## src/rtl/cmpdc_pkg.sv

```systemverilog
// Package for the comparator digital control block: offsets, fields, reset values, types
package cmpdc_pkg;
    localparam logic [7:0] MODE_ADDR       = 8'h9D;
    localparam logic [7:0] MUX_A_ADDR      = 8'hA0;
    localparam logic [7:0] MUX_B_ADDR      = 8'hA1;
    localparam logic [7:0] MODE_B_ADDR     = 8'hA2;
    localparam logic [7:0] FLAG_ADDR       = 8'hA3;
    localparam logic [7:0] MODE_RESET      = 8'h02;
    localparam logic [7:0] MUX_RESET       = 8'h00;
    localparam int         LATCH_BIT       = 7;
    localparam int         RISE_IE_BIT     = 5;
    localparam int         FALL_IE_BIT     = 4;
    localparam logic [7:0] MODE_WR_MASK    = 8'h33;
    localparam int         FLAG_RISE_BIT   = 0;
    localparam int         FLAG_FALL_BIT   = 1;

    typedef struct packed {
        logic       rise_irq_enable;
        logic       fall_irq_enable;
        logic [1:0] speed_power_select;
    } cmpdc_cfg_s;

    typedef struct packed {
        logic sync_out;
        logic async_out;
        logic rise_flag;
        logic fall_flag;
        logic latched_compare_level;
        logic irq;
    } cmpdc_stat_s;
endpackage

```

## src/rtl/cmpdc_channel.sv

```systemverilog
// One comparator channel: synchroniser, edge flags, overflow latch, interrupt request
module cmpdc_channel (
    input  wire logic                 sys_clk_in,    // System clock
    input  wire logic                 nrst_in,       // Async reset, active low
    input  wire logic                 raw_cmp_in,    // Raw analog comparator output
    input  wire logic                 overflow_in,   // Capture timer array overflow pulse
    input  wire logic                 clr_rise_in,   // Software clear of rising flag
    input  wire logic                 clr_fall_in,   // Software clear of falling flag
    input  wire cmpdc_pkg::cmpdc_cfg_s cfg_in,       // Enables and mode
    output cmpdc_pkg::cmpdc_stat_s    stat_out       // Status, all from flip-flops
);
    logic sync1_ff, sync2_ff, prev_ff;
    logic rise_ff, fall_ff, latch_ff, irq_ff, async_ff;
    logic rise_ev, fall_ev;

    always_ff @(posedge sys_clk_in or negedge nrst_in) begin
        if (!nrst_in) begin
            sync1_ff <= 1'b0;
            sync2_ff <= 1'b0;
            prev_ff  <= 1'b0;
        end else begin
            sync1_ff <= raw_cmp_in;
            sync2_ff <= sync1_ff;
            prev_ff  <= sync2_ff;
        end
    end

    // Unsynchronised copy registered once so the output comes from a flip-flop
    always_ff @(posedge sys_clk_in or negedge nrst_in) begin
        if (!nrst_in) async_ff <= 1'b0;
        else          async_ff <= raw_cmp_in;
    end

    assign rise_ev = sync2_ff & ~prev_ff;
    assign fall_ev = ~sync2_ff & prev_ff;

    // Set wins over a simultaneous clear
    always_ff @(posedge sys_clk_in or negedge nrst_in) begin
        if (!nrst_in) begin
            rise_ff <= 1'b0;
            fall_ff <= 1'b0;
        end else begin
            rise_ff <= rise_ev | (rise_ff & ~clr_rise_in);
            fall_ff <= fall_ev | (fall_ff & ~clr_fall_in);
        end
    end

    always_ff @(posedge sys_clk_in or negedge nrst_in) begin
        if (!nrst_in)         latch_ff <= 1'b0;
        else if (overflow_in) latch_ff <= sync2_ff;
    end

    always_ff @(posedge sys_clk_in or negedge nrst_in) begin
        if (!nrst_in) irq_ff <= 1'b0;
        else          irq_ff <= (rise_ff & cfg_in.rise_irq_enable)
                              | (fall_ff & cfg_in.fall_irq_enable);
    end

    assign stat_out = '{sync_out: sync2_ff, async_out: async_ff, rise_flag: rise_ff,
                        fall_flag: fall_ff, latched_compare_level: latch_ff, irq: irq_ff};

    rise_flag_a: assert property (@(posedge sys_clk_in) disable iff (!nrst_in)
        rise_ev |=> rise_ff) else $error("rising edge did not set flag");
    latch_cap_a: assert property (@(posedge sys_clk_in) disable iff (!nrst_in)
        overflow_in |=> latch_ff == $past(sync2_ff)) else $error("latched level wrong");
    latch_hold_a: assert property (@(posedge sys_clk_in) disable iff (!nrst_in)
        !overflow_in |=> $stable(latch_ff)) else $error("latched level changed without overflow");
    rise_irq_a: assert property (@(posedge sys_clk_in) disable iff (!nrst_in)
        (rise_ff && cfg_in.rise_irq_enable) |=> irq_ff) else $error("rise irq missing");
    fall_irq_a: assert property (@(posedge sys_clk_in) disable iff (!nrst_in)
        (fall_ff && cfg_in.fall_irq_enable) |=> irq_ff) else $error("fall irq missing");
    irq_gate_a: assert property (@(posedge sys_clk_in) disable iff (!nrst_in)
        (!cfg_in.rise_irq_enable && !cfg_in.fall_irq_enable) |=> !irq_ff)
        else $error("irq raised while disabled");
    sync_delay_a: assert property (@(posedge sys_clk_in) disable iff (!nrst_in)
        $rose(raw_cmp_in) ##1 raw_cmp_in |=> sync2_ff) else $error("sync path not two stages");
endmodule

```

## src/rtl/cmpdc_top.sv

```systemverilog
// Comparator digital control top: special-function registers and two channels
// Contract
// - On each capture timer overflow, bit 7 stores the synchronised comparator level.
// - Rising edges request interrupt only while rise enable bit 5 is one.
// - Falling edges request interrupt only while fall enable bit 4 is one.
// - Bits 1:0 pick speed/power mode, 00 fastest, 11 lowest power.
// - Reserved bits 6 and 3:2 read zero; software writes them back unchanged.
// - Each comparator has a mux register with plus and minus input fields.
// - Both comparators behave identically, differing only in connections.
// - Either output may interrupt; first also drives reset and PWM kill.
// - Synchronised and unsynchronised outputs go to the crossbar when selected.
module cmpdc_top (
    input  wire logic       sys_clk_in,            // System clock, 20 MHz
    input  wire logic       nrst_in,               // Async reset, active low
    input  wire logic [7:0] sfr_addr_in,           // Register address
    input  wire logic [7:0] sfr_wdata_in,          // Write data
    input  wire logic       sfr_wr_in,             // Write strobe
    input  wire logic       sfr_rd_in,             // Read strobe
    output logic      [7:0] sfr_rdata_out,         // Registered read data
    input  wire logic [1:0] raw_cmp_in,            // Raw comparator outputs, a and b
    input  wire logic       overflow_in,           // Capture timer array overflow pulse
    input  wire logic       xbar_sync_sel_in,      // Crossbar picks synchronised outputs
    input  wire logic       reset_src_en_in,       // Comparator a allowed as reset source
    input  wire logic       pwm_kill_en_in,        // Comparator a allowed to kill PWM
    output logic      [7:0] mux_a_out,             // Comparator a input selects
    output logic      [7:0] mux_b_out,             // Comparator b input selects
    output logic      [1:0] speed_a_out,           // Comparator a speed/power mode
    output logic      [1:0] speed_b_out,           // Comparator b speed/power mode
    output logic      [1:0] xbar_out,              // Outputs routed to crossbar
    output logic      [1:0] irq_out,               // Interrupt requests a and b
    output logic            reset_req_out,         // Reset request from comparator a
    output logic            pwm_kill_out           // PWM kill trigger from comparator a
);
    logic [7:0] mode_ff [2];
    logic [7:0] mux_ff  [2];
    logic [1:0] clr_rise, clr_fall;
    cmpdc_pkg::cmpdc_cfg_s  cfg  [2];
    cmpdc_pkg::cmpdc_stat_s stat [2];
    logic [7:0] nxt_rdata;

    function automatic logic [7:0] mode_view(input logic [7:0] m, input logic lat);
        mode_view = (m & cmpdc_pkg::MODE_WR_MASK) | {lat, 7'h00};
    endfunction

    function automatic logic wr_hit(input logic [7:0] a, input logic [7:0] want);
        wr_hit = sfr_wr_in && (a == want);
    endfunction

    always_ff @(posedge sys_clk_in or negedge nrst_in) begin
        if (!nrst_in) begin
            mode_ff[0] <= cmpdc_pkg::MODE_RESET;
            mode_ff[1] <= cmpdc_pkg::MODE_RESET;
        end else begin
            if (wr_hit(sfr_addr_in, cmpdc_pkg::MODE_ADDR))
                mode_ff[0] <= sfr_wdata_in & cmpdc_pkg::MODE_WR_MASK;
            if (wr_hit(sfr_addr_in, cmpdc_pkg::MODE_B_ADDR))
                mode_ff[1] <= sfr_wdata_in & cmpdc_pkg::MODE_WR_MASK;
        end
    end

    always_ff @(posedge sys_clk_in or negedge nrst_in) begin
        if (!nrst_in) begin
            mux_ff[0] <= cmpdc_pkg::MUX_RESET;
            mux_ff[1] <= cmpdc_pkg::MUX_RESET;
        end else begin
            if (wr_hit(sfr_addr_in, cmpdc_pkg::MUX_A_ADDR)) mux_ff[0] <= sfr_wdata_in;
            if (wr_hit(sfr_addr_in, cmpdc_pkg::MUX_B_ADDR)) mux_ff[1] <= sfr_wdata_in;
        end
    end

    // Write one to clear; bits 0,1 rising/falling of a, bits 2,3 of b
    always_comb begin
        clr_rise = 2'b00;
        clr_fall = 2'b00;
        if (wr_hit(sfr_addr_in, cmpdc_pkg::FLAG_ADDR)) begin
            clr_rise = {sfr_wdata_in[2], sfr_wdata_in[0]};
            clr_fall = {sfr_wdata_in[3], sfr_wdata_in[1]};
        end
    end

    genvar g;
    generate
        for (g = 0; g < 2; g++) begin : g_ch
            assign cfg[g] = '{rise_irq_enable:    mode_ff[g][cmpdc_pkg::RISE_IE_BIT],
                              fall_irq_enable:    mode_ff[g][cmpdc_pkg::FALL_IE_BIT],
                              speed_power_select: mode_ff[g][1:0]};
            cmpdc_channel u_ch (
                .sys_clk_in  (sys_clk_in),
                .nrst_in     (nrst_in),
                .raw_cmp_in  (raw_cmp_in[g]),
                .overflow_in (overflow_in),
                .clr_rise_in (clr_rise[g]),
                .clr_fall_in (clr_fall[g]),
                .cfg_in      (cfg[g]),
                .stat_out    (stat[g])
            );
        end
    endgenerate

    always_comb begin
        nxt_rdata = 8'h00;
        if (sfr_addr_in == cmpdc_pkg::MODE_ADDR)
            nxt_rdata = mode_view(mode_ff[0], stat[0].latched_compare_level);
        else if (sfr_addr_in == cmpdc_pkg::MODE_B_ADDR)
            nxt_rdata = mode_view(mode_ff[1], stat[1].latched_compare_level);
        else if (sfr_addr_in == cmpdc_pkg::MUX_A_ADDR)
            nxt_rdata = mux_ff[0];
        else if (sfr_addr_in == cmpdc_pkg::MUX_B_ADDR)
            nxt_rdata = mux_ff[1];
        else if (sfr_addr_in == cmpdc_pkg::FLAG_ADDR)
            nxt_rdata = {2'h0, stat[1].sync_out, stat[0].sync_out,
                         stat[1].fall_flag, stat[1].rise_flag, stat[0].fall_flag, stat[0].rise_flag};
    end

    always_ff @(posedge sys_clk_in or negedge nrst_in) begin
        if (!nrst_in)       sfr_rdata_out <= 8'h00;
        else if (sfr_rd_in) sfr_rdata_out <= nxt_rdata;
    end

    always_ff @(posedge sys_clk_in or negedge nrst_in) begin
        if (!nrst_in) begin
            mux_a_out <= cmpdc_pkg::MUX_RESET;
            mux_b_out <= cmpdc_pkg::MUX_RESET;
        end else begin
            mux_a_out <= mux_ff[0];
            mux_b_out <= mux_ff[1];
        end
    end

    always_ff @(posedge sys_clk_in or negedge nrst_in) begin
        if (!nrst_in) begin
            speed_a_out <= cmpdc_pkg::MODE_RESET[1:0];
            speed_b_out <= cmpdc_pkg::MODE_RESET[1:0];
        end else begin
            speed_a_out <= cfg[0].speed_power_select;
            speed_b_out <= cfg[1].speed_power_select;
        end
    end

    // Crossbar takes the synchronised level or the one-flop raw copy
    always_ff @(posedge sys_clk_in or negedge nrst_in) begin
        if (!nrst_in) begin
            xbar_out <= 2'b00;
        end else begin
            xbar_out <= xbar_sync_sel_in ? {stat[1].sync_out, stat[0].sync_out}
                                         : {stat[1].async_out, stat[0].async_out};
        end
    end

    always_ff @(posedge sys_clk_in or negedge nrst_in) begin
        if (!nrst_in) begin
            irq_out <= 2'b00;
        end else begin
            irq_out <= {stat[1].irq, stat[0].irq};
        end
    end

    // Only comparator a may reset the device or kill a PWM channel
    always_ff @(posedge sys_clk_in or negedge nrst_in) begin
        if (!nrst_in) begin
            reset_req_out <= 1'b0;
            pwm_kill_out  <= 1'b0;
        end else begin
            reset_req_out <= reset_src_en_in & stat[0].sync_out;
            pwm_kill_out  <= pwm_kill_en_in & stat[0].sync_out;
        end
    end

    rsvd_zero_a: assert property (@(posedge sys_clk_in) disable iff (!nrst_in)
        sfr_rd_in && sfr_addr_in == cmpdc_pkg::MODE_ADDR |=> (sfr_rdata_out & 8'h4C) == 8'h00)
        else $error("reserved mode bits read nonzero");
    speed_map_a: assert property (@(posedge sys_clk_in) disable iff (!nrst_in)
        sfr_wr_in && sfr_addr_in == cmpdc_pkg::MODE_ADDR |=> ##1 speed_a_out == $past(sfr_wdata_in[1:0], 2))
        else $error("speed select not taken from write");
    kill_path_a: assert property (@(posedge sys_clk_in) disable iff (!nrst_in)
        pwm_kill_en_in && stat[0].sync_out |=> pwm_kill_out) else $error("pwm kill missing");
    kill_gate_a: assert property (@(posedge sys_clk_in) disable iff (!nrst_in)
        !pwm_kill_en_in |=> !pwm_kill_out) else $error("pwm kill while disabled");
    reset_path_a: assert property (@(posedge sys_clk_in) disable iff (!nrst_in)
        reset_src_en_in && stat[0].sync_out |=> reset_req_out) else $error("reset request missing");
    reset_gate_a: assert property (@(posedge sys_clk_in) disable iff (!nrst_in)
        !reset_src_en_in |=> !reset_req_out) else $error("reset request while disabled");
    irq_route_a: assert property (@(posedge sys_clk_in) disable iff (!nrst_in)
        1'b1 |=> irq_out == $past({stat[1].irq, stat[0].irq})) else $error("irq output not routed");
    xbar_sync_a: assert property (@(posedge sys_clk_in) disable iff (!nrst_in)
        xbar_sync_sel_in |=> xbar_out == $past({stat[1].sync_out, stat[0].sync_out}))
        else $error("crossbar sync route wrong");
    xbar_async_a: assert property (@(posedge sys_clk_in) disable iff (!nrst_in)
        !xbar_sync_sel_in |=> xbar_out == $past({stat[1].async_out, stat[0].async_out}))
        else $error("crossbar async route wrong");

    // Register file and read path
    speed_b_map_a: assert property (@(posedge sys_clk_in) disable iff (!nrst_in)
        sfr_wr_in && sfr_addr_in == cmpdc_pkg::MODE_B_ADDR |=> ##1 speed_b_out == $past(sfr_wdata_in[1:0], 2))
        else $error("speed b select not taken from write");
    mux_a_view_a: assert property (@(posedge sys_clk_in) disable iff (!nrst_in)
        sfr_wr_in && sfr_addr_in == cmpdc_pkg::MUX_A_ADDR |=> ##1 mux_a_out == $past(sfr_wdata_in, 2))
        else $error("mux a output not taken from write");
    mux_b_view_a: assert property (@(posedge sys_clk_in) disable iff (!nrst_in)
        sfr_wr_in && sfr_addr_in == cmpdc_pkg::MUX_B_ADDR |=> ##1 mux_b_out == $past(sfr_wdata_in, 2))
        else $error("mux b output not taken from write");
    mux_read_a: assert property (@(posedge sys_clk_in) disable iff (!nrst_in)
        sfr_rd_in && sfr_addr_in == cmpdc_pkg::MUX_A_ADDR |=> sfr_rdata_out == $past(mux_ff[0]))
        else $error("mux a read wrong");
    latch_read_a: assert property (@(posedge sys_clk_in) disable iff (!nrst_in)
        sfr_rd_in && sfr_addr_in == cmpdc_pkg::MODE_ADDR
            |=> sfr_rdata_out[7] == $past(stat[0].latched_compare_level))
        else $error("latched level read wrong");
    latch_b_read_a: assert property (@(posedge sys_clk_in) disable iff (!nrst_in)
        sfr_rd_in && sfr_addr_in == cmpdc_pkg::MODE_B_ADDR
            |=> sfr_rdata_out[7] == $past(stat[1].latched_compare_level))
        else $error("latched level b read wrong");
    rsvd_b_zero_a: assert property (@(posedge sys_clk_in) disable iff (!nrst_in)
        sfr_rd_in && sfr_addr_in == cmpdc_pkg::MODE_B_ADDR |=> (sfr_rdata_out & 8'h4C) == 8'h00)
        else $error("reserved mode b bits read nonzero");
    flag_read_a: assert property (@(posedge sys_clk_in) disable iff (!nrst_in)
        sfr_rd_in && sfr_addr_in == cmpdc_pkg::FLAG_ADDR |=> sfr_rdata_out[3:0] ==
            $past({stat[1].fall_flag, stat[1].rise_flag, stat[0].fall_flag, stat[0].rise_flag}))
        else $error("flag read wrong");
endmodule

```

## config.mk

```make
export PLATFORM = sky130hd
export DESIGN_NAME = cmpdc_top
export DESIGN_NICKNAME = d
export VERILOG_FILES = /design/src/rtl/cmpdc_pkg.sv /design/src/rtl/cmpdc_channel.sv /design/src/rtl/cmpdc_top.sv
export SDC_FILE = /design/constraint.sdc
export NUM_CORES = 1
export LEC_CHECK = 0
export CAP_MARGIN = 10
export CORE_UTILIZATION = 40
export DETAILED_ROUTE_END_ITERATION = 12
export DONT_BUFFER_PORTS = 1
export GPL_ROUTABILITY_DRIVEN = 0
export GPL_TIMING_DRIVEN = 0
export PLACE_DENSITY_LB_ADDON = 0.25
export SYNTH_ARGS = -nofsm -noshare
export SYNTH_HDL_FRONTEND = slang
export SYNTH_HIERARCHICAL = 1
export SYNTH_SLANG_ARGS = --single-unit
```

## constraint.sdc

```tcl
create_clock -name sys_clk_in -period 1.8 [get_ports sys_clk_in]
set_clock_uncertainty 0.1 [all_clocks]
set_input_delay 0.36 -clock sys_clk_in [delete_from_list [all_inputs] [get_ports sys_clk_in]]
set_output_delay 0.36 -clock sys_clk_in [all_outputs]
set_load 0.02 [all_outputs]
```

==> out/metrics.yaml <==
critical_path:
  cpPeakStageDelay_ns: 0.57
  critical_path_class: "primary input to flip-flop"
  cpLargestDelayFamily: "simple AND/OR/NAND/NOR gates"
  crit_buf_inv: 1
  r2r_slack_ns: 0.21
  arrival_ns: 1.91
  critPathLaunchType: "primary input"
  r2r_start: "g_ch[0].u_ch/sync2_ff"
  crit_fanout: 8
  r2r_end: "sfr_rdata_out[4]"
  reg2regPathDepth: 4
  critPathRequiredTime_ns: 1.92
  end_kind: "flip-flop"
  cp_cell_sequence: "or4b_4 -> or4_4 -> buf_8 -> mux2_4"
  cp_slowest_cell: "or4b_4"
clocking:
  cts.sink_count: 72
  clk_pin_slew_ns: 0.07
  cts_buffers: 9
  clk_path_buf_depth: 2
  cts_tree: "built"
  postCtsHoldBufs: 2
  htree_levels: 3
  root_buffer: "clkbuf_8"
  insertion_delay_ns: 0.33
logic_synthesis:
  synthMuxAreaShare: 0.1622
  synth_top_family_by_area: "multiplexers"
  syn-mean-instance-area_um2: 14.64
  synth_nets: 221
  yosys.area_share.simple: 0.08856
  syn_area_mm2: 0.002854
  synth-adder-area-share: 0
  ys_ff_latch: 72
  ys_top_cells_by_area: "dfrtp_1 60%, mux2_2 7.1%, mux2_4 5.3%"
  synth.largest_area_cell: "dfrtp_1"
  ys_types: 36
  synthXorXnorAreaFrac: 0
  synth-compound-area-share: 0.06357
  yosys.area.top_type_share: 0.5962
  yosys_warnings: 6
  yosysSeqAreaShare: 0.6331
  synth_cells: 195
power:
  pwr-share-seq: 0.577
  switching_power_mw: 0.6977
  comb_power_share: 0.048
  switching_share: 0.2254
  power_density_mw_per_mm2: 959.4
  leakage_nw: 1.522
  clkPwrFrac: 0.375
  p_int_mw: 2.398
  ir_worst_vdd_mv: 0.4095
sta:
  slew_headroom: 0.3502
  tightest_slew_ns: 0.9721
  setup_viol: 0
  setup_ws_ns: 0.007663
  hold_violations: 72
  final-max-slew-violation-count: 0
  fmax_mhz: 557.9
  holdWs_ns: -0.3877
  rsz0062_at_grt: "yes"
  final.min_clock_period_ns: 1.792
  fin_crit_sh: 0.9957
layout:
  instances_no_fill: 311
  drive_above_1_share: 0.3442
  antenna_cells: 0
  final_core_util: 0.4723
  fin_nets: 236
  area_growth_pct: 13.06
  fill_cells: 613
detailed_routing:
  dr.pass1.iters: 6
  vias: 1579
  wl_per_cell_um: 18.19
  wl_um: 5657
  ant_nets: 0
  drtIter0Drc: 81
  drc: 0
  routed_via_density: 5.077
place:
  dp_slack_ns: -0.5569
  portBuffers: 0
  dp_hpwl_um: 3738
  dp_cells: 291
job:
  cap_violations: 0
grt:
  grt_max_degree: 73
  grt_util_all_layers: 0.1737
  grt_pass1_vias: 1679
  grt-ovfl-total: 0
  antenna_found_initial: 0
  grt_pass1_wl_um: 9301
floorplanning:
  die_w_um: 86.47
  num_rows: 30
  start_util: 0.4178
  io_pins: 60
  dieArea_mm2: 0.007477
  core_area_mm2: 0.006832
  die_h_um: 86.47
hold_path:
  hp-class: "primary input to async pin"
status:
  status: "finished with violations"
  violations: "negative hold slack"
flip-flops by register name, summed over array words and instances (netlist names):
| signal | count |
|---|---|
| mux_a_out | 8 |
| xbar_out | 2 |
| g_ch.u_ch/fall_ff | 2 |
| irq_out | 2 |
| g_ch.u_ch/async_ff | 2 |
| sfr_rdata_out | 8 |
| speed_a_out | 2 |
| cfg | 8 |
| mux_b_out | 8 |
| pwm_kill_out | 1 |
| reset_req_out | 1 |
| g_ch.u_ch/prev_ff | 2 |
| g_ch.u_ch/latch_ff | 2 |
| g_ch.u_ch/sync2_ff | 2 |
| g_ch.u_ch/rise_ff | 2 |
| mux_ff | 16 |
| g_ch.u_ch/irq_ff | 2 |
| speed_b_out | 2 |
how the worst max path moves through the flow:
stage | startpoint | end | slack (ns) | cells past startpoint
2_1_floorplan | sfr_addr_in[4] | mux_ff[10] | -0.27 | 4
3_3_place_gp | sfr_addr_in[4] | mux_ff[7] | -0.58 | 3
3_5_place_dp | sfr_addr_in[4] | mux_ff[7] | -0.56 | 3
4_1_cts | sfr_addr_in[4] | mux_ff[15] | 0.02 | 4
5_1_grt | sfr_addr_in[4] | mux_ff[15] | -0.005 | 4
6_report | sfr_addr_in[4] | mux_ff[12] | 0.008 | 4
power groups by stage:
stage               combinational, mW  sequential [mW]  clock, mW
floorplan                       0.125             1.80          0
global placement                0.144             1.82          0
detailed placement              0.145             1.82          0
CTS                             0.150             1.79       1.20
global route                    0.163             1.80       1.27
finish                          0.150             1.79       1.16
per-stage QoR:
stage	TNS, ns	instance area [um2]	power (mW)
detailed placement	-9.659	2997	1.962
global placement	-9.733	2997	1.960
global route	-0.01356	3227	3.232
finish	0	3227	3.096
CTS	0	3221	3.137
floorplan	-4.387	2877	1.926
cells in the final DEF (no fill, tap or decap), types with 6 or more instances in the layout:
cell type and instances:
mux2_2 12, nand2_1 9, nor2b_1 7, and2_1 6, dfrtp_1 68, buf_4 14, inv_1 9, clkbuf_8 12
mux2_4 16
Yosys cell counts, drive strengths merged:
library cell	n
a211oi	2
a22o	4
a311o	2
a31oi	3
a41oi	4
and2	6
and4b	1
buf	14
clkbuf	3
dfrtp	68
dfstp	4
inv	9
mux2	28
mux2i	2
mux4	4
nand2	9
nand2b	1
nand3	2
nand3b	1
nand4	1
nor2	4
nor2b	7
nor3	2
nor4	1
nor4b	1
nor4bb	1
o211ai	1
o21ai	4
o22a	1
o22ai	2
o41ai	1
or4	1
or4b	1
layout make-up:
class                   count  area, um2  share of cell area
flip-flops and latches     72       1807              0.5599
multi-input cells          97      924.6              0.2865
clock buffers              13      168.9             0.05235
plain buffers              17      122.6             0.03800
well taps                  96      120.1             0.03722
repair buffers              4      35.03             0.01086
inverters                   9      33.78             0.01047
clock inverters             3      15.01            0.004653
logic make-up after synthesis:
logic type             count (synthesis)
flip-flops                            72
AND/OR/NAND/NOR                       39
buffers and inverters                 26
multiplexers                          34
AO/OA/AOI/OAI                         24
per-layer routing:
metal	track usage	routed length (um)
met1	0.2372	2551
met2	0.2554	2603
met3	0.04667	385
met4	0.08939	117
met5	0	0
timing repair:
action / CTS / global route
hold endpoints to repair: 74 / 72
pin swaps: 1 / 0
setup buffers: 2 / 0
gates cloned: 0 / 0
resized for setup: 1 / 5
setup endpoints to repair: 12 / 6
Power figures use the tool's default switching activity.
